<file path="config.mk">
export PLATFORM = sky130hd
export DESIGN_NAME = pvc_vendor_control
export DESIGN_NICKNAME = d
export VERILOG_FILES = /design/src/hw/pvc_pkg.sv /design/src/hw/pvc_polarity_detect.sv /design/src/hw/pvc_vendor_control.sv
export SDC_FILE = /design/constraint.sdc
export NUM_CORES = 1
export LEC_CHECK = 0
export ABC_AREA = 1
export BUFFER_PORTS_ARGS = -buffer_cell sky130_fd_sc_hd__buf_2
export CORE_MARGIN = 2
export CORE_UTILIZATION = 41
export DETAILED_ROUTE_END_ITERATION = 8
export PLACE_DENSITY = 0.74
export SYNTH_ARGS = -nofsm -noshare
export SYNTH_HDL_FRONTEND = slang
export SYNTH_SLANG_ARGS = --single-unit
</file>
<file path="constraint.sdc">
create_clock -name clk -period 2.15 [get_ports clk]
set_input_delay 0.215 -clock clk [delete_from_list [all_inputs] [get_ports clk]]
set_output_delay 0.215 -clock clk [all_outputs]
set_load 0.01 [all_outputs]
</file>
<file path="src/hw/pvc_pkg.sv">
// package of constants for the vendor control register block
// assumes a single 20 MHz clock and a synchronous active-high reset
package pvc_pkg;

   // ****************************************
   // register address and field positions
   // ****************************************
   localparam logic [4:0] VCR_ADDR = 5'h10;
   localparam int BIT_REPEATER = 15;
   localparam int BIT_IRQ_LEVEL = 14;
   localparam int BIT_RSV13 = 13;
   localparam int BIT_TX_HIZ = 12;
   localparam int BIT_HB_INHIBIT = 11;
   localparam int BIT_LOOPBACK = 10;
   localparam int BIT_POLARITY_AUTO_DISABLE_DIS = 5;
   localparam int BIT_RX_FLIP = 4;
   localparam int RSV_RW_MSB = 3;
   localparam int RSV_RW_LSB = 2;

   // ****************************************
   // fixed read values and reset values
   // ****************************************
   localparam logic [15:0] FIXED_ONES = 16'h0140;
   localparam logic [15:0] FIXED_MASK = 16'h23C3;
   localparam logic RST_REPEATER = 1'b0;
   localparam logic RST_IRQ_LEVEL = 1'b0;
   localparam logic RST_TX_HIZ = 1'b0;
   localparam logic RST_HB_INHIBIT = 1'b0;
   localparam logic RST_LOOPBACK = 1'b0;
   localparam logic RST_POLARITY_AUTO_DISABLE_DIS = 1'b0;
   localparam logic RST_RX_FLIP = 1'b0;
   localparam logic [1:0] RST_RSV_RW = 2'h0;
   localparam logic [15:0] RST_RDATA = 16'h0000;

   // ****************************************
   // timing
   // ****************************************
   localparam int CLK_NS = 50;
   localparam int SQE_NS = 1000;
   localparam int SQE_CYCLES = (SQE_NS + CLK_NS - 1) / CLK_NS;
   localparam logic [4:0] SQE_LAST = 5'(SQE_CYCLES - 1);
   localparam int NLP_REVERSE_COUNT = 8;
   localparam logic [3:0] NLP_LAST = 4'(NLP_REVERSE_COUNT - 1);

   typedef enum logic {PVC_SQE_IDLE, PVC_SQE_PULSE} pvc_sqe_e;

endpackage

</file>
<file path="src/hw/pvc_polarity_detect.sv">
// link pulse polarity detector
// assumes pulse qualifiers are synchronous one-cycle strobes
`timescale 1ns/1ps
module pvc_polarity_detect
   import pvc_pkg::*;
(
   input wire logic clk,
   input wire logic srst,
   input wire logic enable,
   input wire logic nlp_pulse,
   input wire logic nlp_inverted,
   input wire logic flp_done,
   input wire logic flp_inverted,
   output logic reversed
);
   import pvc_pkg::*;

   logic [3:0] inv_count;

   // ****************************************
   // inverted pulse counting
   // ****************************************
   // eight nlps or one flp
   always_ff @(posedge clk) begin
      if (srst || !enable) begin
         inv_count <= 4'h0;
         reversed <= 1'b0;
      end else begin
         reversed <= 1'b0;
         if (flp_done && flp_inverted) begin
            reversed <= 1'b1;
            inv_count <= 4'h0;
         end else if (nlp_pulse) begin
            if (!nlp_inverted) begin
               inv_count <= 4'h0;
            end else if (inv_count == NLP_LAST) begin
               reversed <= 1'b1;
               inv_count <= 4'h0;
            end else begin
               inv_count <= inv_count + 4'h1;
            end
         end
      end
   end
endmodule

</file>
<file path="src/hw/pvc_vendor_control.sv">
// vendor control register with the mode logic that it steers
// assumes mii, link pulse and management strobes synchronous to clk
`timescale 1ns/1ps
module pvc_vendor_control
   import pvc_pkg::*;
(
   input wire logic clk,
   input wire logic srst,
   input wire logic [4:0] reg_addr,
   input wire logic reg_wr,
   input wire logic reg_rd,
   input wire logic [15:0] reg_wdata,
   output logic [15:0] reg_rdata,
   input wire logic mode_10bt,
   input wire logic aneg_active,
   input wire logic duplex_request,
   output logic full_duplex,
   input wire logic rx_activity,
   output logic crs,
   output logic col,
   input wire logic tx_en,
   input wire logic [3:0] txd,
   input wire logic phy_rx_dv,
   input wire logic [3:0] phy_rxd,
   output logic rx_dv,
   output logic [3:0] rxd,
   input wire logic [1:0] tx_line_drive,
   output logic [1:0] tx_line_pair,
   output logic tx_line_pair_oe,
   input wire logic tx_clk_gen,
   output logic tx_clk_out,
   output logic tx_clk_oe,
   input wire logic rx_line_in,
   output logic rx_line_data,
   input wire logic nlp_pulse,
   input wire logic nlp_inverted,
   input wire logic flp_done,
   input wire logic flp_inverted,
   input wire logic [7:0] irq_status,
   input wire logic [7:0] irq_enable,
   output logic irq_out
);
   import pvc_pkg::*;

   logic repeater_select;
   logic irq_level_select;
   logic tx_hiz_select;
   logic heartbeat_inhibit;
   logic ten_meg_loopback;
   logic polarity_auto_disable;
   logic rx_polarity_flip;
   logic [1:0] rsv_rw;
   logic reg_write;
   logic reg_read;
   logic [15:0] read_value;
   logic pol_enable;
   logic pol_reversed;
   logic tx_en_d;
   logic tx_done;
   logic sqe_allow;
   logic irq_pending;
   pvc_sqe_e sqe_state;
   logic [4:0] sqe_count;

   assign reg_write = reg_wr && (reg_addr == VCR_ADDR);
   assign reg_read = reg_rd && (reg_addr == VCR_ADDR);

   // ****************************************
   // control register bits
   // ****************************************
   always_ff @(posedge clk) begin
      if (srst) begin
         repeater_select <= RST_REPEATER;
         irq_level_select <= RST_IRQ_LEVEL;
         tx_hiz_select <= RST_TX_HIZ;
         heartbeat_inhibit <= RST_HB_INHIBIT;
         ten_meg_loopback <= RST_LOOPBACK;
         polarity_auto_disable <= RST_POLARITY_AUTO_DISABLE_DIS;
         rsv_rw <= RST_RSV_RW;
      end else if (reg_write) begin
         repeater_select <= reg_wdata[BIT_REPEATER];
         irq_level_select <= reg_wdata[BIT_IRQ_LEVEL];
         tx_hiz_select <= reg_wdata[BIT_TX_HIZ];
         heartbeat_inhibit <= reg_wdata[BIT_HB_INHIBIT];
         ten_meg_loopback <= reg_wdata[BIT_LOOPBACK];
         polarity_auto_disable <= reg_wdata[BIT_POLARITY_AUTO_DISABLE_DIS];
         rsv_rw <= reg_wdata[RSV_RW_MSB:RSV_RW_LSB];
      end
   end

   // ****************************************
   // polarity flip bit
   // ****************************************
   // detection window and disable
   assign pol_enable = (aneg_active || mode_10bt) && !polarity_auto_disable;

   pvc_polarity_detect u_pol (
      .clk (clk),
      .srst (srst),
      .enable (pol_enable),
      .nlp_pulse (nlp_pulse),
      .nlp_inverted (nlp_inverted),
      .flp_done (flp_done),
      .flp_inverted (flp_inverted),
      .reversed (pol_reversed)
   );

   always_ff @(posedge clk) begin
      if (srst) begin
         rx_polarity_flip <= RST_RX_FLIP;
      end else if (pol_reversed && !polarity_auto_disable) begin
         rx_polarity_flip <= 1'b1;
      end else if (reg_write && polarity_auto_disable) begin
         rx_polarity_flip <= reg_wdata[BIT_RX_FLIP];
      end
   end

   always_ff @(posedge clk) begin
      if (srst) begin
         rx_line_data <= 1'b0;
      end else begin
         rx_line_data <= rx_line_in ^ rx_polarity_flip;
      end
   end

   // ****************************************
   // read path
   // ****************************************
   // fixed reserved bits
   always_comb begin
      read_value = FIXED_ONES;
      read_value[BIT_REPEATER] = repeater_select;
      read_value[BIT_IRQ_LEVEL] = irq_level_select;
      read_value[BIT_TX_HIZ] = tx_hiz_select;
      read_value[BIT_HB_INHIBIT] = heartbeat_inhibit;
      read_value[BIT_LOOPBACK] = ten_meg_loopback;
      read_value[BIT_POLARITY_AUTO_DISABLE_DIS] = polarity_auto_disable;
      read_value[BIT_RX_FLIP] = rx_polarity_flip;
      read_value[RSV_RW_MSB:RSV_RW_LSB] = rsv_rw;
   end

   always_ff @(posedge clk) begin
      if (srst) begin
         reg_rdata <= RST_RDATA;
      end else if (reg_rd) begin
         reg_rdata <= reg_read ? read_value : RST_RDATA;
      end
   end

   // ****************************************
   // duplex and carrier sense
   // ****************************************
   always_ff @(posedge clk) begin
      if (srst) begin
         full_duplex <= 1'b0;
         crs <= 1'b0;
      end else begin
         full_duplex <= duplex_request && !repeater_select;
         crs <= rx_activity ||
                (tx_en && !repeater_select && !full_duplex);
      end
   end

   // ****************************************
   // sqe test pulse
   // ****************************************
   assign tx_done = tx_en_d && !tx_en;
   assign sqe_allow = mode_10bt && !heartbeat_inhibit && !repeater_select;

   always_ff @(posedge clk) begin
      if (srst) begin
         tx_en_d <= 1'b0;
      end else begin
         tx_en_d <= tx_en;
      end
   end

   always_ff @(posedge clk) begin
      if (srst) begin
         sqe_state <= PVC_SQE_IDLE;
         sqe_count <= 5'h00;
      end else begin
         unique case (sqe_state)
            PVC_SQE_IDLE: begin
               sqe_count <= 5'h00;
               if (tx_done && sqe_allow) begin
                  sqe_state <= PVC_SQE_PULSE;
               end
            end
            PVC_SQE_PULSE: begin
               sqe_count <= sqe_count + 5'h01;
               if (sqe_count == SQE_LAST) begin
                  sqe_state <= PVC_SQE_IDLE;
               end
            end
         endcase
      end
   end

   always_ff @(posedge clk) begin
      if (srst) begin
         col <= 1'b0;
      end else begin
         col <= (sqe_state == PVC_SQE_PULSE) ||
                (tx_en && rx_activity && !full_duplex);
      end
   end

   // ****************************************
   // receive data path and loopback
   // ****************************************
   always_ff @(posedge clk) begin
      if (srst) begin
         rx_dv <= 1'b0;
         rxd <= 4'h0;
      end else if (ten_meg_loopback && mode_10bt) begin
         rx_dv <= tx_en;
         rxd <= txd;
      end else begin
         rx_dv <= phy_rx_dv;
         rxd <= phy_rxd;
      end
   end

   // ****************************************
   // transmitter high impedance
   // ****************************************
   // release line pair and tx clock
   always_ff @(posedge clk) begin
      if (srst) begin
         tx_line_pair <= 2'h0;
         tx_line_pair_oe <= 1'b0;
         tx_clk_out <= 1'b0;
         tx_clk_oe <= 1'b0;
      end else begin
         tx_line_pair <= tx_line_drive;
         tx_line_pair_oe <= !tx_hiz_select;
         tx_clk_out <= tx_clk_gen;
         tx_clk_oe <= !tx_hiz_select;
      end
   end

   // ****************************************
   // interrupt pin
   // ****************************************
   assign irq_pending = |(irq_status & irq_enable);

   always_ff @(posedge clk) begin
      if (srst) begin
         irq_out <= 1'b1;
      end else begin
         irq_out <= irq_pending ? irq_level_select : !irq_level_select;
      end
   end
endmodule
</file>
**Yosys cells after proc, flatten, opt, wreduce, memory -nomap -nowiden**

Index checks and enable logic that the tools add are counted.

- $mul: 0
- Divide/modulo/power cells: 0
- Eq/ne operators: 3
- Shift-type cells: 0
- Add/subtract/negate cells: 2
- Mux-type cells: 16
- Bitwise gates (word level): 3
- Order comparisons: 0
- Reduce and logical (&&, ||, !) cells: 31

Operator list:

| cell | count |
|---|---|
| 1-bit logical AND | 16 |
| 16-bit 2-to-1 mux | 1 |
| 4-bit 2-to-1 mux | 3 |
| 5-bit == test (second input constant) | 2 |
| 1-bit 2-to-1 mux | 10 |
| 5-bit case mux with 2 select lines | 1 |
| 8-bit AND | 1 |
| 1-bit zero test | 8 |
| 8-bit OR reduction | 1 |
| 5-bit by 1-bit adder with 5-bit output (second input constant) | 1 |
| 4-bit by 1-bit adder with 4-bit output (second input constant) | 1 |
| 4-bit by 3-bit == test with 1-bit output (second input constant) | 1 |
| 1-bit logical OR | 4 |
| 1-bit case mux with 2 select lines | 1 |
| 2-bit nonzero test | 1 |
| 2-bit OR reduction | 1 |
| 1-bit NOT | 1 |
| 1-bit bitwise XOR | 1 |

- Output and inout bits: 31
- Logic and storage cells: 79
- Memories: 0
- Memory bits (writable): 0
- Input bits: 63
- Memory bits (read-only): 0
- Latch bits: 0
- Flip-flop bits (word level): 51

**Depth between registers and ports, before layout**

Gate-level depths: netlist (run 1).

- Depth in word-level cells: 6
- Depth in mapped cells: 7

**Cells and area by module**

A second synthesis (run 1) with hierarchy kept.

- Cell total of the unflattened synthesis: 236
- Area, all modules: 1804.2 µm²

Modules (own cells, without submodules):

| module | seq. area each (µm²) | area each (µm²) | cells an instance | times used |
|---|---|---|---|---|
| pvc_vendor_control | 800.8 | 1546.5 | 202 | 1 |
| pvc_polarity_detect | 100.1 | 257.7 | 34 | 1 |

**Worst setup path after synthesis (run 1)**

OpenSTA, ideal clock, no wires.

- Kind: register -> register
- From: register u_pol.inv_count[0]
- To: register u_pol.inv_count[0]
- Cell stages (with the launch flop): 7
- Data required time: 2064 ps
- Period minus slack after synthesis: 1020 ps
- Path slack: 1130 ps
- Arrival: 935 ps
- Cells stage by stage: dfxtp_1 > ha_1 > nand2_1 > nor2_1 > nor2_1 > nor2_1 > a211oi_1

- Word-level cells in the longest chain between the ends: 3
- Elaborated cells on any way between the ends: 4

Ends and longest elaborated chain:

| what | line | RTL |
|---|---|---|
| start: declaration | pvc_polarity_detect.sv:18 | `logic [3:0] inv_count;` |
| start signal: assignment | pvc_polarity_detect.sv:40 | `inv_count <= inv_count + 4'h1;` |
| 4-bit by 1-bit adder with 4-bit output or 4-bit by 3-bit == test with 1-bit output (tied branches) | pvc_polarity_detect.sv:40, pvc_polarity_detect.sv:36 |  |
| 4-bit 2-to-1 mux (*) | pvc_polarity_detect.sv:36 | `end else if (inv_count == NLP_LAST) begin` |
| 4-bit 2-to-1 mux (*) | pvc_polarity_detect.sv:34 | `if (!nlp_inverted) begin` |

Mark *: on every way between the ends. The rest lies on a longest branch, timed or not.
A chain may end at the register's enable or synchronous reset.

**Worst setup path in the final report (run 1)**

Same ends and word-level chain as after synthesis.

==> results of run 1 <==
-- critical path, cell delays in order (launching register included) --
cell and delay [ns]:
dfxtp_1 0.36, ha_1 0.23, nand2_1 0.09, nor2_1 0.05, nor2_1 0.12, nor2_1 0.05, a211oi_1 0.16
-- synth_stat cells, types with 2 or more instances --
master    instances
nand2_1          50
dfxtp_1          45
nor2_1           41
a21oi_1          20
inv_1            19
nand3_1          12
o21ai_0          10
buf_4             7
inv_2             3
nand4_1           3
o21ai_1           3
buf_2             2
clkbuf_1          2
ha_1              2
nor2_2            2
nor3_1            2
or2_1             2
-- kinds of logic after synthesis --
group	Yosys count	synth area share
flip-flops	45	0.5056
adder cells (fa/ha/maj)	2	0.01404
other	1	0.002105
AO/OA/AOI/OAI	37	0.1089
buffers and inverters	33	0.08568
AND/OR/NAND/NOR	116	0.2788
XOR/XNOR	1	0.004917
-- power groups by stage --
| stage | combinational (mW) | sequential [mW] | clock [mW] |
|---|---|---|---|
| after floorplan | 0.0735 | 0.891 | 0 |
| after global placement | 0.150 | 0.883 | 0 |
| after detailed placement | 0.153 | 0.883 | 0 |
| after CTS | 0.153 | 0.863 | 0.571 |
| after global routing | 0.173 | 0.866 | 0.604 |
| final | 0.151 | 0.863 | 0.558 |
-- state kept, by name (all words and copies together) (netlist names), 2 cells and up --
name             cells
u_pol.inv_count      4
reg_rdata           10
rxd                  4
sqe_count            5
tx_line_pair         2
rsv_rw               2
-- area by class of cell --
class,count,area [um^2],area share
well taps,50,62.56,0.02725
multi-input cells,161,743.2,0.3237
clock buffers,7,96.34,0.04196
flip-flops and latches,45,900.9,0.3924
clock inverters,1,5.005,0.002180
repair buffers,81,405.4,0.1766
inverters,22,82.58,0.03597
-- path summary, 6_finish.rpt --
| path | slack, ns | startpoint | depth (start not counted) | to |
|---|---|---|---|---|
| hold / removal | 0.12 | tx_line_drive[0] | 3 | tx_line_pair[0] |
| hold reg to reg | 0.44 | tx_hiz_select | 1 | tx_clk_oe |
| setup reg to reg | 1.01 | u_pol.inv_count[0] | 6 | u_pol.inv_count[0] |
| setup / recovery | 1.01 | u_pol.inv_count[0] | 6 | u_pol.inv_count[0] |
-- layer usage --
layer  wire length, um  global-route usage  up-vias
li1                  -                   -      899
met1              1620              0.1842      720
met2              1712              0.2624       64
met3               318             0.05483        4
met4                52             0.05769        0
met5                 0                   0        -
-- cell usage in the layout (no fill, tap or decap), types with 5 or more instances in the layout --
cell	count
buf_2	81
nand2_1	50
dfxtp_1	45
nor2_1	41
a21oi_1	20
inv_1	19
nand3_1	12
o21ai_0	10
clkbuf_8	7
conb_1	5
==> metrics.txt, run 1 <==
status=finished, final reports clean; top cell type's share of synthesized area=0.5056; number of I/O pins=between 90 and 100; CTS max path bufs=2; Ys Warns=0; number of enable flip-flop cells after synthesis=0; sequential share of power=0.549; P_leak=1.113 nW; CTS H-tree depth=2; postcts setup bufs=0; Final period util=0.5305; GPL Wtd Cong=0.7118; core region area=4086 um^2; Max VDD drop=0.2646 mV; asr flop ratio synth=0; DP Worst Slack=0.8141 ns; Yosys reg bits=between 40 and 50; kind of launch point of the worst setup path=register; largest net degree at the start of global routing=22; RSZ-0062 raised after global routing=false; port buffer count=81; logic gate share of total power=0.096; Ant. Diodes=0; Pint=~1.2 mW; Vias=around 1.7k; DRT Pass-1 Iters=4; CTS Hold Bufs=0; Net count, final=381; clock root buffer=clkbuf_8; chip height=69.92 um; placed cell count=359; Overflow after GRT=0; final hold slack=0.1203 ns; Slew Limit Fails=0; die width=69.92 um; sequential fraction of the synthesis area=0.5056; Arr. time, crit path=1.35 ns; area grow syn2layout=28.86%; post-route cell area=between 2000 and 2500 um^2; power per cell area=684.5 nW/um^2; row cnt=23; Area contributors post-synth=dfxtp_1, nand2_1, nor2_1; Tmin final=1.141 ns; gr usage total=0.1565; final std cells w/o fill=367; CTS resizes=0; Pwr Total=around 1.6 mW; Clk pwr share=0.355; first-pass GRT wire length=roughly 6200 um; initial core utilization=0.4360; wirelength, routed=3702 um; Setup TNS=0 ns; Area after DPL=2195 um^2; CTS tree=built; DP HPWL=2816 um; Max Freq=0.8767 GHz; initial antenna violation count=0; Final WS setup=1.009 ns; post-layout util=0.5618; critical path class=reg -> reg; Iter 0 DRT Violations=68; Required @ worst endpoint=between 2 and 2.5 ns; Reg clk slew, reported paths=about 0.08 ns; Critical Path Fanout Max=5; DR DRC count=0; switch share=0.2267; die area=4889 um^2; Antenna Nets Post-Route=0; Syn Std Cell Area=1782 um^2; post-synth top area cell=dfxtp_1; routed length per placed instance=10.09 um; # fillers=420; Clock Skews=0.002151 ns; Max Cap Viol=0; Mapped Cells=235; layout cells sized above 1=0.3060; Worst setup EP type=register; final hold violation count=0; Top FF cell, synth=dfxtp_1; clk sink count=45; switching power total=0.3563 mW; Num CTS Buffers=5; vias in the first global route=1,525; vias per cell=4.597; final setup vio count=0; syn avg cell area=between 7 and 8 um^2; HP Class=in -> reg; Clock Latency Late Sink=0.29 ns; number of distinct library cells after synthesis=27
No activity file was read; power rests on OpenSTA's default activity.
==> inputs of run 2 (changes only) <==
CORE_UTILIZATION = 40   (was 41)
PLACE_DENSITY = 0.75   (was 0.74)
clock period = 1 ns   (was 2.15 ns; I/O delays follow)
==> run 2 against run 1 <==
Critical path depth unchanged. Sequential cell count unchanged. Wire length increased by 12%. Maximum frequency increased by 11%. Power increased by 120%. Via count increased by 5.3%. Worst setup slack got worse by 1.0 ns. Clock skew increased by 0.0036 ns. Highest routed layer unchanged. Global-route usage increased by 1.3 points. The run now ends with setup timing left.
==> metrics.txt, run 2 (synthesis gave the netlist of run 1 again) <==
status=finished, violations left; Largest regs=reg_rdata (10), sqe_count (5); CP Cell Sequence=ha_4, nand2_4, nor2_4, nor2_2, nor2_1, a211oi_1; die area=5004 um^2 (+2.4%); Max Freq=0.9723 GHz (+11%); gr usage total=0.1700 (+0.01344); Final WS setup=-0.02847 ns (-1.038 ns); post-route cell area=2475 um^2 (+7.8%); Critical Path Fanout Max=2 (-3); Area after DPL=2298 um^2 (+4.7%); layout cells sized above 1=0.3837 (+0.07769); first-pass GRT wire length=6720 um (+8.2%); Worst setup EP type=register; most frequent cells in the layout=buf_2, nand2_1, dfxtp_1; Clock Skews=0.005750 ns (+0.003599 ns); Net count, final=395 (+3.7%); Ant. Diodes=0 (unchanged); power per cell area=1376 nW/um^2 (+100%); CTS H-tree depth=2 (unchanged); chip height=70.74 um (+1.2%); vias per cell=4.637 (+0.88%); RSZ-0062 raised after global routing=true; Buf/Inv on CP=0 (unchanged); die width=70.74 um (+1.2%); max FFs per register=10 (unchanged); P_leak=1.196 nW (+7.4%); Reg clk slew, reported paths=0.08 ns (about the same); final setup vio count=2 (+2); commonest non-fill, non-tap cell in the layout=buf_2; Reg with most FFs=reg_rdata; Required @ worst endpoint=1.21 ns (-1.15 ns); DRT Pass-1 Iters=4 (unchanged); initial core utilization=0.4120 (-0.02397); Slew Limit Fails=0 (unchanged); clk sink count=45 (unchanged); Tmin final=1.028 ns (-0.1121 ns); critical path's top delay family=flip-flops; DP Worst Slack=-0.06331 ns (-0.8775 ns); area grow syn2layout=38.90%; critical path class=reg -> reg; core region area=4324 um^2 (+5.8%); Arr. time, crit path=1.24 ns (-0.11 ns); Num CTS Buffers=5 (unchanged); Final period util=1.028 (+0.4980); Max Cap Viol=0 (unchanged); CP peak stage delay=0.34 ns (-0.02 ns); Max VDD drop=0.7484 mV (+180%); Crit-path slowest cell=dfxtp_2; routed length per placed instance=10.80 um (+7.1%); Overflow after GRT=0 (unchanged); vias in the first global route=1,669 (+9.4%); number of I/O pins=94 (unchanged); GPL Wtd Cong=0.7387 (+3.8%); DP HPWL=3099 um (+10%); Pwr Total=3.405 mW (+120%); Antenna Nets Post-Route=0 (unchanged); wirelength, routed=4136 um (+12%); largest net degree at the start of global routing=21 (-4.5%); kind of launch point of the worst setup path=register; Clock Latency Late Sink=0.29 ns (about the same); failing checks=setup timing; final hold violation count=0 (unchanged); initial antenna violation count=0 (unchanged); R2R setup slack=-0.03 ns (-1.04 ns); CTS tree=built; CTS max path bufs=2 (unchanged); HP Class=in -> reg; row cnt=24 (+4.3%); Vias=1,776 (+5.3%); port buffer count=81 (unchanged); DR DRC count=0 (unchanged); post-layout util=0.5723 (+0.01049); clock root buffer=clkbuf_8; Iter 0 DRT Violations=88 (+29%)
[run 2: cell types whose count changed in the layout (fill, tap and decap cells not counted), moves of 3 or more]
cell | before | now
nand2_1 | 50 | 47
dfxtp_2 | 0 | 5
buf_4 | 0 | 13
dfxtp_1 | 45 | 40
[run 2: layout make-up]
cell class                      count  area (um^2)
Clock inverter                      1        5.005
Sequential cell                    45        907.1
Timing Repair Buffer               95        513.0
Clock buffer                        7        96.34
Fill cell                         430         1849
Tap cell                           52        65.06
Inverter                           22        82.58
Multi-Input combinational cell    161        805.8
[run 2: path summary, 6_finish.rpt]
path                       from                 end  depth (start not counted)
min            tx_line_drive[1]     tx_line_pair[1]                          3
max reg2reg  u_pol.inv_count[0]  u_pol.inv_count[0]                          6
min reg2reg       tx_hiz_select           tx_clk_oe                          1
max          u_pol.inv_count[0]  u_pol.inv_count[0]                          6
[run 2: metal layers]
| layer | GRT usage | wire length (um) | vias up |
|---|---|---|---|
| met4 | 0.07128 | 43 | 0 |
| li1 | - | - | 927 |
| met3 | 0.04843 | 305 | 2 |
| met5 | 0 | 0 | - |
| met1 | 0.1762 | 1700 | 782 |
| met2 | 0.3178 | 2087 | 65 |
[run 2: tightest hold or removal path: stages]
cell	delay, ns
buf_2	0.08
inv_1	0.03
nor2_1	0.06
[run 2: through the flow]
| step | setup TNS [ns] | hold WS, ns | std cells |
|---|---|---|---|
| detailed placement | -0.1924 | 0.3108 | 374 |
| floorplan | -0.004246 | 0.1915 | 239 |
| global placement | -0.06304 | 0.3049 | 374 |
| global route | -0.1879 | 0.01177 | 383 |
| finish | -0.03346 | 0.01285 | 383 |
| CTS | -0.06238 | 0.0006522 | 383 |
[run 2: repair_timing]
item                                    in CTS  in global routing
pin swaps                                    3                  6
hold buffers                                 1                  0
endpoints found under the setup margin       3                 13
setup buffers                                0                  0
endpoints found under the hold margin        1                  0
gates resized for setup                      5                 15
[run 2: power breakdown]
part,leakage (nW),internal (mW),switching [mW]
Sequential,0.370,1.84,0.0168
Combinational,0.771,0.169,0.186
Clock,0.0542,0.624,0.570
==> inputs of run 3 (changes only) <==
CORE_MARGIN = unset   (was 2)
==> run 3 against run 2 <==
The run still ends with setup timing left. Clock power up 34%. Sequential power about the same. Clock-buffer cell count down 2. Critical path type unchanged. Largest cell class unchanged. Largest power group unchanged. Highest routed layer unchanged.
==> metrics.txt, run 3 (synthesis gave the netlist of run 1 again) <==
core region area=4144 um^2 (-4.2%); DR DRC count=0 (unchanged); Max Cap Viol=0 (unchanged); CP Cell Sequence=ha_4, nand2_4, nor2_4, nor2_4, nor2_1, a211oi_2; FF/Latch Area=909.6 um^2 (+0.28%); Tmin final=1.032 ns (+0.003858 ns); Ant. Diodes=0 (unchanged); Slew Limit Fails=0 (unchanged); critical path's top delay family=flip-flops; DRT Pass-1 Iters=4 (unchanged); kind of launch point of the worst setup path=register; chip height=68.74 um (-2.8%); Iter 0 DRT Violations=77 (-13%); layout cells sized above 1=0.3922 (+0.008530); Clock Skews=0.003895 ns (-0.001856 ns); initial antenna violation count=0 (unchanged); row cnt=23 (-4.2%); HP Class=in -> reg; CTS H-tree depth=2 (unchanged); Worst setup EP type=register; critical path class=reg -> reg; Num CTS Buffers=5 (unchanged); P_leak=1.225 nW (+2.4%); Crit-path slowest cell=dfxtp_2; Arr. time, crit path=1.21 ns (-0.03 ns); CP peak stage delay=0.36 ns (+0.02 ns); first-pass GRT wire length=6624 um (-1.4%); wirelength, routed=4260 um (+3.0%); most frequent cells in the layout=buf_2, nand2_1, dfxtp_1; area grow syn2layout=44.24%; failing checks=setup timing; vias in the first global route=1,629 (-2.4%); Overflow after GRT=0 (unchanged); Final WS setup=-0.03233 ns (-0.003858 ns); Critical Path Fanout Max=2 (unchanged); DP HPWL=3013 um (-2.8%); Max Freq=0.9687 GHz (-0.37%); GPL Wtd Cong=0.7471 (+1.1%); final setup vio count=2 (unchanged); clk sink count=45 (unchanged); final hold slack=0.01868 ns (+0.005827 ns); number of I/O pins=94 (unchanged); CTS tree=built; Largest regs=reg_rdata (10), sqe_count (5); vias per cell=4.682 (+0.98%); Reg with most FFs=reg_rdata; final hold violation count=0 (unchanged); power per cell area=1486 nW/um^2 (+8.0%); Max VDD drop=0.6836 mV (-8.7%); clock root buffer=clkbuf_8; die area=4725 um^2 (-5.6%); RSZ-0062 raised after global routing=true; Clock Latency Late Sink=0.29 ns (about the same); Antenna Nets Post-Route=0 (unchanged); area of the multi-input gates=840.8 um^2 (+4.3%); # fillers=390 (-9.3%); max FFs per register=10 (unchanged); port buffer count=81 (unchanged); CTS max path bufs=2 (unchanged); die width=68.74 um (-2.8%); R2R setup slack=-0.03 ns (about the same); commonest non-fill, non-tap cell in the layout=buf_2; Required @ worst endpoint=1.18 ns (-0.03 ns); routed length per placed instance=11.09 um (+2.7%); status=finished, violations left; Reg clk slew, reported paths=0.08 ns (about the same); post-layout util=0.6202 (+0.04783); CP most frequent cell=nor2_4; initial core utilization=0.4300 (+0.01791); Net count, final=398 (+0.76%); Final period util=1.032 (+0.003858); largest net degree at the start of global routing=21 (unchanged); Buf/Inv on CP=0 (unchanged); Vias=1,798 (+1.2%); gr usage total=0.1915 (+0.02156)
[run 3: cell count changes in the layout (fill, tap and decap cells not counted), moves of 2 or more]
cell           delta
a21oi_1           -3
a21oi_2           +3
bufinv_16         +2
clkbuf_8          -2
dlygate4sd3_1     +2
nand2_2           -2
[run 3: what timing repair did]
action | 4_1_cts | 5_1_grt
hold buffers | 3 | 0
pin swaps | 4 | 8
resized for setup | 6 | 21
hold endpoints to repair | 3 | 0
gates cloned | 0 | 0
setup endpoints to repair | 5 | 10
buffers inserted | 0 | 0
[run 3: area by class of cell]
cell class              count  share of cell area
multi-input cells         161              0.3272
repair buffers             98              0.2103
well taps                  50             0.02434
flip-flops and latches     45              0.3539
clock buffers               5             0.02678
inverters                  22             0.03213
clock inverters             3             0.02532
[run 3: report_power, final]
part           leakage, nW  switching, mW  internal [mW]
Clock               0.0681          0.607          0.992
Combinational        0.786          0.189          0.176
Sequential           0.370         0.0183           1.84
Total                 1.22          0.814           3.00
[run 3: worst paths after layout]
| kind | from | end | cells past startpoint |
|---|---|---|---|
| worst max-delay path | u_pol.inv_count[0] | u_pol.inv_count[0] | 6 |
| worst min-delay path | duplex_request | full_duplex | 3 |
| worst max register to register | u_pol.inv_count[0] | u_pol.inv_count[0] | 6 |
| worst min register to register | tx_hiz_select | tx_clk_oe | 1 |
[run 3: worst register-to-register path, stage by stage (launching register included)]
cell and delay, ns:
dfxtp_2 0.36, ha_4 0.16, nand2_4 0.06, nor2_4 0.12, nor2_4 0.05, nor2_1 0.12, a211oi_2 0.05
[run 3: routing by layer]
metal  vias to the layer above  track usage  wire length, um
met5                         -            0                0
met4                         0      0.08418              102
met3                        12      0.05757              284
met2                        63       0.3333             2169
met1                       792       0.2149             1704
li1                        931            -                -
[run 3: metrics by stage]
stage | setup slack, ns | cell area, um^2 | TNS (ns) | total power [mW] | cells
2_1_floorplan | -0.004246 | 1800 | -0.004246 | 2.075 | 239
3_3_place_gp | -0.03163 | 2303 | -0.1496 | 2.238 | 373
3_5_place_dp | -0.06761 | 2303 | -0.3661 | 2.245 | 373
4_1_cts | -0.04639 | 2491 | -0.07152 | 3.841 | 384
5_1_grt | -0.09846 | 2570 | -0.3064 | 3.973 | 384
6_report | -0.03233 | 2570 | -0.04986 | 3.818 | 384
